### src/rtl/swfp_pkg.sv
package swfp_pkg;
  // ----------------------------------------------------------------
  // Timing
  // ----------------------------------------------------------------
  localparam int unsigned CLK_HZ     = 200_000_000;
  localparam int unsigned T_IN_MS    = 250;
  localparam int unsigned IDLE_CYC   = T_IN_MS * (CLK_HZ / 1000);
  localparam int unsigned RETRY_CYC  = 200_000;
  localparam int unsigned INT_DIV    = 8;
  localparam int unsigned DLY_STEP   = 32;
  // ----------------------------------------------------------------
  // Register field positions
  // ----------------------------------------------------------------
  localparam int unsigned DUTY_ON_BIT   = 8;
  localparam int unsigned CUR_CSEL_BIT  = 6;
  localparam int unsigned CUR_PRESC_BIT = 7;
  localparam int unsigned CHS_OLOFF_BIT = 6;
  localparam int unsigned CHS_OLON_BIT  = 7;
  localparam int unsigned CHS_OS_BIT    = 8;
  localparam int unsigned GLB_DIRD_LSB  = 0;
  localparam int unsigned GLB_CLKF_BIT  = 2;
  localparam int unsigned GLB_OV_BIT    = 3;
  localparam int unsigned GLB_PWM_LSB   = 7;
  localparam int unsigned ERR_OC = 0, ERR_SC = 1, ERR_OT = 2;
  localparam int unsigned ERR_OS = 3, ERR_OLON = 4, ERR_OLOFF = 5;
  localparam int unsigned ST_UV = 0, ST_OV = 1, ST_CLKF = 2;
  // ----------------------------------------------------------------
  // Reset values
  // ----------------------------------------------------------------
  localparam logic [8:0]  DUTY_RST = 9'h000;
  localparam logic [8:0]  CHS_RST  = 9'h000;
  localparam logic [1:0]  CUR_RST  = 2'h1;
  localparam logic [15:0] GLB_RST  = 16'h000C;
  // ----------------------------------------------------------------
  // Types
  // ----------------------------------------------------------------
  typedef enum logic [1:0] {
    SWFP_SEL_DUTY = 2'h0,
    SWFP_SEL_CHAN = 2'h1,
    SWFP_SEL_CUR  = 2'h2,
    SWFP_SEL_GLOB = 2'h3
  } swfp_sel_t;
  typedef struct packed {
    logic open_off;
    logic open_on;
    logic short_supply;
    logic overtemperature;
    logic severe_short;
    logic overcurrent;
  } swfp_chf_t;
endpackage : swfp_pkg

### src/rtl/swfp_top.sv
// Function
// - Fault output low while any fault live.
// - Fault bits sticky until register read.
// - Overcurrent, severe short or overtemperature switches channel off; supply faults both.
// - Reset disables short/openload, enables clock/overvoltage.
// - Read clears bit only if gone, unlatched.
// - Fail-safe keeps registers reset, pins control.
// - Fail-safe fault end keeps counter and latches.
// - Latchable fault: off, flag low, bit held.
// - Cause gone before retries end releases flag.
// - Persisting at exhausted retry latches channel off.
// - Flag released only when both channels delatched.
// - Delatch by fault-control 1-0-1 or, with auto-retry on, counter reset.
// - Fault control is active pin or enable bit.
// - Entering fail-safe delatches and resets registers.
// - Faults in fail-safe keep counter and latches.
// - Per-channel PWM; D6 selects internal clock.
// - Duty n gives n+1/256; all ones fully on.
// - Period 256 clocks, or 512 when external and prescaled.
// - Switch-on delay is 32 times field value.
// - Pin activity flag drops after idle timeout.
module swfp_top #(
  parameter int unsigned IDLE_CYC  = swfp_pkg::IDLE_CYC,
  parameter int unsigned RETRY_CYC = swfp_pkg::RETRY_CYC
) (
  // Clock and reset
  input  wire logic                       sys_clk_i,
  input  wire logic                       reset_i,
  // Pins and analog fault detectors
  input  wire logic [1:0]                 in_pin_i,
  input  wire logic                       ext_clk_i,
  input  wire logic                       clk_fail_i,
  input  wire logic                       supply_low_fault_i,
  input  wire logic                       supply_high_fault_i,
  input  wire swfp_pkg::swfp_chf_t [1:0]  ch_fault_i,
  // Mode and retry control
  input  wire logic                       fail_safe_i,
  input  wire logic [1:0]                 retry_en_i,
  input  wire logic [1:0][3:0]            retry_max_i,
  input  wire logic [1:0]                 retry_clr_i,
  // Register access
  input  wire logic                       wr_i,
  input  wire swfp_pkg::swfp_sel_t        wr_sel_i,
  input  wire logic                       wr_ch_i,
  input  wire logic [15:0]                wr_data_i,
  input  wire logic                       rd_i,
  input  wire logic                       rd_err_i,
  input  wire logic                       rd_ch_i,
  // Outputs
  output logic [15:0]                     rd_data_o,
  output logic [1:0]                      hs_on_o,
  output logic [1:0]                      latched_o,
  output logic                            fault_flag_n_o
);
  // ----------------------------------------------------------------
  // Input synchronisers
  // ----------------------------------------------------------------
  localparam int unsigned SW = 18;
  logic [SW-1:0] s1_r, s2_r;
  always_ff @(posedge sys_clk_i or posedge reset_i) begin
    if (reset_i) begin
      s1_r <= '0;
      s2_r <= '0;
    end else begin
      s1_r <= {ch_fault_i, in_pin_i, ext_clk_i, clk_fail_i,
               supply_low_fault_i, supply_high_fault_i};
      s2_r <= s1_r;
    end
  end
  swfp_pkg::swfp_chf_t [1:0] chf;
  logic [1:0] pin;
  logic ext_s, clkf_s, uv_s, ov_s;
  assign {chf, pin, ext_s, clkf_s, uv_s, ov_s} = s2_r;

  // ----------------------------------------------------------------
  // Configuration registers and clock sources
  // ----------------------------------------------------------------
  logic [1:0][8:0] duty_r, duty_nxt, chs_r, chs_nxt;
  logic [1:0][1:0] cur_r, cur_nxt;
  logic [15:0]     glb_r, glb_nxt;
  logic ext_d_r, ext_d_nxt, fs_d_r, fs_d_nxt;
  logic [7:0] div_r, div_nxt;
  logic int_tick, ext_tick, ov_live, fs_rise;

  assign int_tick = (div_r == 8'(swfp_pkg::INT_DIV - 1));
  assign ext_tick = ext_s & ~ext_d_r;
  assign fs_rise  = fail_safe_i & ~fs_d_r;
  assign ov_live  = ov_s & glb_r[swfp_pkg::GLB_OV_BIT];

  always_comb begin
    duty_nxt  = duty_r;
    chs_nxt   = chs_r;
    cur_nxt   = cur_r;
    glb_nxt   = glb_r;
    ext_d_nxt = ext_s;
    fs_d_nxt  = fail_safe_i;
    div_nxt   = int_tick ? 8'h00 : div_r + 8'h01;
    if (fail_safe_i) begin
      duty_nxt = {2{swfp_pkg::DUTY_RST}};
      chs_nxt  = {2{swfp_pkg::CHS_RST}};
      cur_nxt  = {2{swfp_pkg::CUR_RST}};
      glb_nxt  = swfp_pkg::GLB_RST;
    end else if (wr_i) begin
      case (wr_sel_i)
        swfp_pkg::SWFP_SEL_DUTY: duty_nxt[wr_ch_i] = wr_data_i[8:0];
        swfp_pkg::SWFP_SEL_CHAN: chs_nxt[wr_ch_i]  = wr_data_i[8:0];
        swfp_pkg::SWFP_SEL_CUR:  cur_nxt[wr_ch_i]  = wr_data_i[7:6];
        swfp_pkg::SWFP_SEL_GLOB: glb_nxt           = wr_data_i;
        default: glb_nxt = glb_r;
      endcase
    end
  end

  always_ff @(posedge sys_clk_i or posedge reset_i) begin
    if (reset_i) begin
      duty_r  <= {2{swfp_pkg::DUTY_RST}};
      chs_r   <= {2{swfp_pkg::CHS_RST}};
      cur_r   <= {2{swfp_pkg::CUR_RST}};
      glb_r   <= swfp_pkg::GLB_RST;
      ext_d_r <= 1'b0;
      fs_d_r  <= 1'b0;
      div_r   <= 8'h00;
    end else begin
      duty_r  <= duty_nxt;
      chs_r   <= chs_nxt;
      cur_r   <= cur_nxt;
      glb_r   <= glb_nxt;
      ext_d_r <= ext_d_nxt;
      fs_d_r  <= fs_d_nxt;
      div_r   <= div_nxt;
    end
  end

  // ----------------------------------------------------------------
  // Per-channel fault, retry and PWM logic
  // ----------------------------------------------------------------
  logic [1:0] live, lat_r, hs_r, pwm_fail;
  logic [1:0][5:0] err_r;

  for (genvar i = 0; i < 2; i++) begin : g_ch
    logic [31:0] idle_r, idle_nxt, tmr_r, tmr_nxt;
    logic [3:0]  cnt_r, cnt_nxt;
    logic [8:0]  ph_r, ph_nxt;
    logic [7:0]  dly_r, dly_nxt, ph8;
    logic [5:0]  err_nxt, evt, clr;
    logic pin_d_r, off_r, off_nxt, lat_nxt, blk_r, blk_nxt;
    logic fc_d_r, fcl_r, fcl_nxt, run_r, run_nxt, hs_nxt;
    logic in_on, fc, lf, dl, pwm_en, csel, tick, pwm_out, hson, rd_hit;

    assign in_on  = (idle_r != 32'h0);
    assign fc     = (in_on & ~glb_r[swfp_pkg::GLB_DIRD_LSB+i])
                  | duty_r[i][swfp_pkg::DUTY_ON_BIT];
    assign lf     = chf[i].overcurrent | chf[i].severe_short
                  | chf[i].overtemperature | uv_s;
    assign dl     = (fc & ~fc_d_r & fcl_r)
                  | (retry_clr_i[i] & retry_en_i[i]) | fs_rise;
    assign pwm_en = glb_r[swfp_pkg::GLB_PWM_LSB+i];
    assign csel   = cur_r[i][0];
    assign pwm_fail[i] = pwm_en & ~csel & clkf_s & glb_r[swfp_pkg::GLB_CLKF_BIT];
    assign tick   = csel ? int_tick : ext_tick;
    // Prescaling halves the phase rate, so a period spans 512 ticks.
    assign ph8    = (~csel & cur_r[i][1]) ? ph_r[8:1] : ph_r[7:0];
    assign pwm_out = run_r & ((duty_r[i][7:0] == 8'hFF)
                   | (ph8 <= duty_r[i][7:0]));
    assign hson   = (pin[i] & ~glb_r[swfp_pkg::GLB_DIRD_LSB+i])
                  | (duty_r[i][swfp_pkg::DUTY_ON_BIT]
                     & (~pwm_en | pwm_fail[i] | pwm_out));
    assign evt    = {chf[i].open_off & chs_r[i][swfp_pkg::CHS_OLOFF_BIT],
                     chf[i].open_on & chs_r[i][swfp_pkg::CHS_OLON_BIT],
                     chf[i].short_supply & chs_r[i][swfp_pkg::CHS_OS_BIT],
                     chf[i].overtemperature, chf[i].severe_short,
                     chf[i].overcurrent};
    assign live[i] = |evt;
    assign rd_hit = rd_i & rd_err_i & (rd_ch_i == 1'(i)) & ~fail_safe_i;
    // Latchable bits stay until the retry turn-on and while latched.
    assign clr    = {6{rd_hit}} & ~evt & {3'b111, {3{~lat_r[i] & ~blk_r}}};

    always_comb begin
      idle_nxt = (pin[i] != pin_d_r) ? IDLE_CYC
               : (idle_r != 32'h0) ? idle_r - 32'h1 : 32'h0;
      off_nxt  = off_r;
      lat_nxt  = lat_r[i];
      blk_nxt  = blk_r;
      tmr_nxt  = tmr_r;
      cnt_nxt  = cnt_r;
      fcl_nxt  = fcl_r | (lat_r[i] & ~fc);
      if (lf & ~off_r & ~lat_r[i]) begin
        off_nxt = 1'b1;
        blk_nxt = 1'b1;
        tmr_nxt = RETRY_CYC;
      end else if (off_r & ~lat_r[i]) begin
        // Without auto-retry the channel counts as having no retries left, so it can latch.
        if (tmr_r != 32'h0) begin
          tmr_nxt = tmr_r - 32'h1;
        end else if ((~retry_en_i[i] || cnt_r >= retry_max_i[i]) && lf) begin
          lat_nxt = 1'b1;
        end else begin
          off_nxt = 1'b0;
          blk_nxt = 1'b0;
          cnt_nxt = (cnt_r == 4'hF) ? cnt_r : cnt_r + 4'h1;
        end
      end
      // In fail-safe only an explicit sequence delatches, never a new fault.
      if (dl) begin
        lat_nxt = 1'b0;
        off_nxt = 1'b0;
        blk_nxt = 1'b0;
        fcl_nxt = 1'b0;
        cnt_nxt = fs_rise ? cnt_r : 4'h0;
      end
      err_nxt = evt | (err_r[i] & ~clr);
      if (~pwm_en) begin
        run_nxt = 1'b0;
        ph_nxt  = 9'h000;
        dly_nxt = 8'(chs_r[i][2:0] * swfp_pkg::DLY_STEP);
      end else begin
        run_nxt = run_r | (dly_r == 8'h00);
        ph_nxt  = (run_r & tick) ? ph_r + 9'h001 : ph_r;
        dly_nxt = (tick & dly_r != 8'h00) ? dly_r - 8'h01 : dly_r;
      end
      hs_nxt = hson & ~off_r & ~lat_r[i] & ~uv_s & ~ov_live
             & ~chf[i].overcurrent & ~chf[i].severe_short
             & ~chf[i].overtemperature;
    end

    always_ff @(posedge sys_clk_i or posedge reset_i) begin
      if (reset_i) begin
        idle_r   <= 32'h0;
        pin_d_r  <= 1'b0;
        off_r    <= 1'b0;
        lat_r[i] <= 1'b0;
        blk_r    <= 1'b0;
        tmr_r    <= 32'h0;
        cnt_r    <= 4'h0;
        fc_d_r   <= 1'b0;
        fcl_r    <= 1'b0;
        err_r[i] <= 6'h00;
        run_r    <= 1'b0;
        ph_r     <= 9'h000;
        dly_r    <= 8'h00;
        hs_r[i]  <= 1'b0;
      end else begin
        idle_r   <= idle_nxt;
        pin_d_r  <= pin[i];
        off_r    <= off_nxt;
        lat_r[i] <= lat_nxt;
        blk_r    <= blk_nxt;
        tmr_r    <= tmr_nxt;
        cnt_r    <= cnt_nxt;
        fc_d_r   <= fc;
        fcl_r    <= fcl_nxt;
        err_r[i] <= err_nxt;
        run_r    <= run_nxt;
        ph_r     <= ph_nxt;
        dly_r    <= dly_nxt;
        hs_r[i]  <= hs_nxt;
      end
    end

    sticky_hold_a: assert property (@(posedge sys_clk_i) disable iff (reset_i)
      err_r[i][0] && !rd_hit |=> err_r[i][0]) else $error("fault bit lost");
    latch_keep_a: assert property (@(posedge sys_clk_i) disable iff (reset_i)
      lat_r[i] && err_r[i][0] && !dl |=> err_r[i][0]) else $error("latched bit cleared");
    delatch_a: assert property (@(posedge sys_clk_i) disable iff (reset_i)
      dl |=> !lat_r[i]) else $error("delatch ignored");
    supply_off_a: assert property (@(posedge sys_clk_i) disable iff (reset_i)
      uv_s |=> !hs_on_o[i]) else $error("channel on under supply fault");
    delay_hold_a: assert property (@(posedge sys_clk_i) disable iff (reset_i)
      !pwm_en && chs_r[i][2:0] != 3'h0 ##1 pwm_en |-> !run_r ##1 !run_r)
      else $error("switch-on delay skipped");
    full_on_a: assert property (@(posedge sys_clk_i) disable iff (reset_i)
      run_r && duty_r[i] == 9'h1FF && !off_r && !lat_r[i] && !lf && !ov_live
      |=> hs_on_o[i]) else $error("full duty not on");
    latch_cv: cover property (@(posedge sys_clk_i) disable iff (reset_i) $rose(lat_r[i]));
    delatch_cv: cover property (@(posedge sys_clk_i) disable iff (reset_i)
      lat_r[i] ##1 !lat_r[i]);
    pwm_cv: cover property (@(posedge sys_clk_i) disable iff (reset_i)
      $rose(pwm_out) ##[1:600] $fell(pwm_out));
  end

  // ----------------------------------------------------------------
  // Global status, fault flag and read port
  // ----------------------------------------------------------------
  logic [2:0]  st_r, st_nxt, st_evt, st_clr;
  logic [15:0] rd_r, rd_nxt;
  logic        flag_r, flag_nxt;

  assign st_evt = {|pwm_fail, ov_live, uv_s};
  assign st_clr = {3{rd_i & ~rd_err_i & ~fail_safe_i}} & ~st_evt
                & {2'b11, ~|lat_r};

  always_comb begin
    st_nxt   = st_evt | (st_r & ~st_clr);
    // Latches hold the flag low so it rises only with both delatched.
    flag_nxt = ~(|live | |st_evt | |lat_r);
    rd_nxt   = rd_r;
    if (rd_i) begin
      rd_nxt = fail_safe_i ? 16'h0000
             : rd_err_i ? {10'h000, err_r[rd_ch_i]} : {13'h0000, st_r};
    end
  end

  always_ff @(posedge sys_clk_i or posedge reset_i) begin
    if (reset_i) begin
      st_r   <= 3'h0;
      flag_r <= 1'b1;
      rd_r   <= 16'h0000;
    end else begin
      st_r   <= st_nxt;
      flag_r <= flag_nxt;
      rd_r   <= rd_nxt;
    end
  end

  assign rd_data_o      = rd_r;
  assign hs_on_o        = hs_r;
  assign latched_o      = lat_r;
  assign fault_flag_n_o = flag_r;

  flag_live_a: assert property (@(posedge sys_clk_i) disable iff (reset_i)
    |live |=> !fault_flag_n_o) else $error("fault flag not low");
  fs_reset_a: assert property (@(posedge sys_clk_i) disable iff (reset_i)
    fail_safe_i |=> duty_r == {2{swfp_pkg::DUTY_RST}} && glb_r == swfp_pkg::GLB_RST)
    else $error("registers not reset in fail-safe");
  fs_delatch_a: assert property (@(posedge sys_clk_i) disable iff (reset_i)
    fs_rise |=> lat_r == 2'b00) else $error("fail-safe entry kept latch");
endmodule : swfp_top

### config.mk
export PLATFORM = sky130hd
export DESIGN_NAME = swfp_top
export DESIGN_NICKNAME = d
export VERILOG_FILES = /design/src/rtl/swfp_pkg.sv /design/src/rtl/swfp_top.sv
export SDC_FILE = /design/constraint.sdc
export NUM_CORES = 1
export LEC_CHECK = 0
export ABC_AREA = 1
export BUFFER_PORTS_ARGS = -buffer_cell sky130_fd_sc_hd__buf_2
export CORE_AREA = 2 2 171 173
export DETAILED_ROUTE_END_ITERATION = 6
export DIE_AREA = 0 0 173 175
export PLACE_DENSITY_LB_ADDON = 0.08
export SETUP_SLACK_MARGIN = 0.05
export SYNTH_ARGS = -nofsm -noshare
export SYNTH_HDL_FRONTEND = slang
export SYNTH_SLANG_ARGS = --single-unit
### constraint.sdc
create_clock -name sys_clk_i -period 21.8 [get_ports sys_clk_i]
set_input_delay 2.18 -clock sys_clk_i [delete_from_list [all_inputs] [get_ports sys_clk_i]]
set_output_delay 2.18 -clock sys_clk_i [all_outputs]
set_load 0.01 [all_outputs]
==> reports/qor_table.md <==
| Parameter | Value | Unit |
| --- | --- | --- |
| Outcome | finished clean | - |
| Reg2reg start | latched_o[1] | - |
| Setup TNS | 0 | ps |
| Ranking of synthesized cells by instance count | sky130_fd_sc_hd__nand2_1, sky130_fd_sc_hd__dfrtp_1, sky130_fd_sc_hd__nor2_1 | - |
| Sequential element share of the synthesized area | 47.1 | % |
| Routed length on met1 | 16.1 | mm |
| Final Routed Wirelength | 34.0 | mm |
| Number of buffers inserted to repair setup after CTS | 0 | - |
| Fraction of the cycle the final worst path needs | 15.9 | % |
| P_int | 0.995 | mW |
| Worst R2R Path Depth | 8 | - |
| Highest Clock Rate | 0.289 | GHz |
| Global placement routability congestion | 0.893 | - |
| Final Net Count | 2050 | - |
| Vert. Die Dim | 175 | microns |
| Count of warnings emitted by yosys | 0 | - |
| Final critical-path setup slack | 18340 | ps |
| Fin Hold WS | 346 | ps |
| I/O pin count | 77 | - |
| Clock Pin Slew Worst Setup and Hold Paths | 60 | ps |
| Clock root buffer | sky130_fd_sc_hd__clkbuf_16 | - |
| Hold path start | s1_r[6] | - |
| Via total after detailed routing | 12.3k | - |
| Mean post-synth cell area | 8.24 | sq um |
| EDFF count, synth | 0 | - |
| Depth of the CTS H-tree | 2 | - |
| Number of remaining DRC errors | 0 | - |
| Via density per instance | 5.20 | - |
| Terminating pin of the worst hold path | s2_r[6] | - |
| Library cell with the highest instance count after synthesis | sky130_fd_sc_hd__nand2_1 | - |
| Later-pin clock latency in the skew report | 510 | ps |
| Share of async-settable or async-resettable flops after synthesis | 100 | % |
| Simple logic cell fraction of the synthesized area | 27.2 | % |
| RSZ-0062 raised after global routing | no | - |
| Net Sw Frac | 28.6 | % |
| Post-synthesis sequential element count | 292 | - |
| Sequential cell fraction of total power | 43.3 | % |
| Die area | 30300 | sq um |
| Signal arrival time at the worst endpoint | 3900 | ps |
| Fraction of layout instances using a drive strength above 1 | 12.7 | % |
| Endpoint kind of the worst setup timing path | register | - |
| Synth Area in Compound Gates | 9.66 | % |
| Number of gates resized after cts | 0 | - |
| Maximum number of pins on one net before global-route repair | 78 | - |
| 1st-iter DRT viols | 607 | - |
| Clock power frac | 41.1 | % |
| Number of detailed-route iterations in the first pass | 5 | - |
| Switching power total | 0.399 | mW |
| Count of cell types in the netlist | 58 | - |
| Reg-to-reg endpoint | g_ch[1].tmr_r[23] | - |
| Worst-case headroom to the max-slew limit | 29.4 | % |
| Max Cap Viol | 0 | - |
| Final Slew Violations | 0 | - |
| Synthesized-area fraction occupied by xor and xnor cells | 5.36 | % |
| Crit path time final | 3460 | ps |
| Hold Path Depth | 0 | - |
| Mux cell area share after synthesis | 0.218 | % |
| Netlist area before placement | 15500 | sq um |
| Total track usage | 23.2 | % |
| Count of buffers from port buffering | 59 | - |
| Final hold viol count | 0 | - |
| Adder-cell share of the synthesized area | 2.98 | % |
| CTS tree | yes | - |
| Min-Delay Path Class | register to register | - |
| Worst-case setup slack after placement | 17780 | ps |
| First-pass GRT wire length | 58.4 | mm |
| Startpoint type of the worst setup path | primary input | - |
| WP data required | 22250 | ps |
| Std-Cell Rows | 62 | - |
| Most frequently used flop master after synthesis | sky130_fd_sc_hd__dfrtp_1 | - |
| Leakage power figure | 8.29 | nW |
| ANT nets after route | 0 | - |
| Number of antenna violations at the first check in global routing | 1 | - |
| Maximum net fanout on the critical path | 12 | - |
| Final number of setup-violating endpoints | 0 | - |
| Share of Yosys cell area claimed by the top area cell type | 46.3 | % |
| Transition at the pin with the smallest max-transition slack | 1060 | ps |
| Logic gate share of total power | 15.7 | % |
| Number of hold buffers added after CTS | 0 | - |
| Type of the setup path with the least slack | primary input to register | - |
| DR WL/cell | 14.4 | microns |
| Num CTS Buffers | 35 | - |
| Top routing layer in use | met4 | - |
| Cell count after synthesis | 1883 | - |
| Leading area contributor after synthesis | sky130_fd_sc_hd__dfrtp_1 | - |
| CORE AREA | 28400 | sq um |
| Chip width | 173 | microns |
| P per Cell Area | 80.6 | nW/um^2 |
| Clock Path Buffers | 3 | - |
| Vias in the first global route | 12.1k | - |
| DPL Wire Length | 24.6 | mm |
| Wire length on met3 | 1.22 | mm |
| Startpoint of the most critical setup path | fail_safe_i | - |
| Register-to-Register Setup Slack | 18600 | ps |
| Max rail drop VDD | 0.0000706 | V |
| Initial Util | 54.7 | % |
| Clock sink count | 292 | - |
| Maximum clock skew at final layout | 16.8 | ps |
| Largest family of logic cells by synthesized area | simple AND/OR/NAND/NOR gates | - |
| Area growth, synth to finish | 11.5 | % |
| Leftover overflow at the end of global routing | 0 | - |
| Cell types occupying the most area after synthesis | sky130_fd_sc_hd__dfrtp_1, sky130_fd_sc_hd__nand2_1, sky130_fd_sc_hd__nor2_1 | - |
| Detail Route met2 WL | 15.9 | mm |
-- sequential cells by signal (all words and copies together) (netlist names), 3 cells and up --
name and cells:
g_ch.ph_r 18, g_ch.dly_r 16, st_r 3, div_r 8, s2_r 18, cur_r 4
chs_r 12, duty_r 18, glb_r 6, rd_data_o 6, s1_r 18, g_ch.cnt_r 8
g_ch.idle_r 64, err_r 12, g_ch.tmr_r 64
-- cells by family (layout without fill, tap and decap cells) --
| kind of cell | after synthesis | in the layout |
|---|---|---|
| and+or+nand+nor | 909 | 909 |
| buffers and inverters | 287 | 377 |
| adders and majority gates | 37 | 37 |
| DFF | 292 | 292 |
| muxes | 3 | 3 |
| AOI/OAI and AO/OA | 259 | 259 |
| xor gates and xnor gates | 95 | 95 |
| other | 1 | 11 |
-- final cells by class --
class	count	area, sq um
inverters	251	950
flip-flops and latches	292	7310
diodes	1	2.50
clock inverters	11	114
repair buffers	64	333
well taps	384	480
multi-input cells	1313	7080
clock buffers	51	1030
fillers	2543	11100
-- worst max path at each step --
stage,endpoint,slack [ps],cells past startpoint
floorplan,chs_r[0],11570,1
global placement,g_ch[1].cnt_r[0],17830,10
detailed placement,g_ch[1].cnt_r[0],17780,10
CTS,g_ch[1].cnt_r[0],18300,10
global route,g_ch[1].cnt_r[0],18130,10
finish,g_ch[1].cnt_r[0],18340,10
-- power groups by stage --
stage / Clock [mW] / Combinational, mW / Sequential [mW]
global placement: 0 / 0.215 / 0.612
floorplan: 0 / 0.175 / 0.606
detailed placement: 0 / 0.219 / 0.613
CTS: 0.585 / 0.221 / 0.603
global route: 0.610 / 0.250 / 0.607
finish: 0.573 / 0.219 / 0.603
-- per-layer routing --
metal | GRT usage, % | vias to the layer above
li1 | - | 6232
met3 | 3.15 | 57
met4 | 7.10 | 0
met2 | 38.1 | 195
met5 | 0 | -
met1 | 32.3 | 5832
-- through the flow --
stage	cell area (sq um)	power, mW	util [%]	cells
after floorplan	15600	0.781	-	1892
after global placement	16200	0.827	56.9	2304
after detailed placement	16200	0.832	56.9	2304
after CTS	17300	1.41	60.9	2366
after global routing	17300	1.47	60.9	2367
final	17300	1.39	60.9	2367
-- layout by cell type, fill, tap and decap left out, drive strengths merged, types with 3 or more instances in the layout --
cell and instances:
nand2 373, nor2 308, dfrtp 287, inv 252
o21ai 146, nand3 99, xor2 71, buf 64
a21oi 56, clkbuf 51, nor3 50, nand4 48
ha 37, xnor2 24, o22ai 16, o31ai 14
conb 10, or2 8, nor4 8, o21bai 6
clkinv 6, nand3b 5, and3 5, o21a 5
a22oi 5, dfstp 5, a31oi 4, o221ai 4
nor3b 3, mux2 3
-- worst max-delay path: stages --
cell	delay [ps]
sky130_fd_sc_hd__buf_2	200
sky130_fd_sc_hd__inv_1	240
sky130_fd_sc_hd__nor2_1	420
sky130_fd_sc_hd__inv_1	260
sky130_fd_sc_hd__nand2_1	120
sky130_fd_sc_hd__inv_1	70
sky130_fd_sc_hd__nand3_1	130
sky130_fd_sc_hd__xor2_1	160
sky130_fd_sc_hd__nand2_1	70
sky130_fd_sc_hd__inv_1	50
No activity file was read; power rests on OpenSTA's default activity.
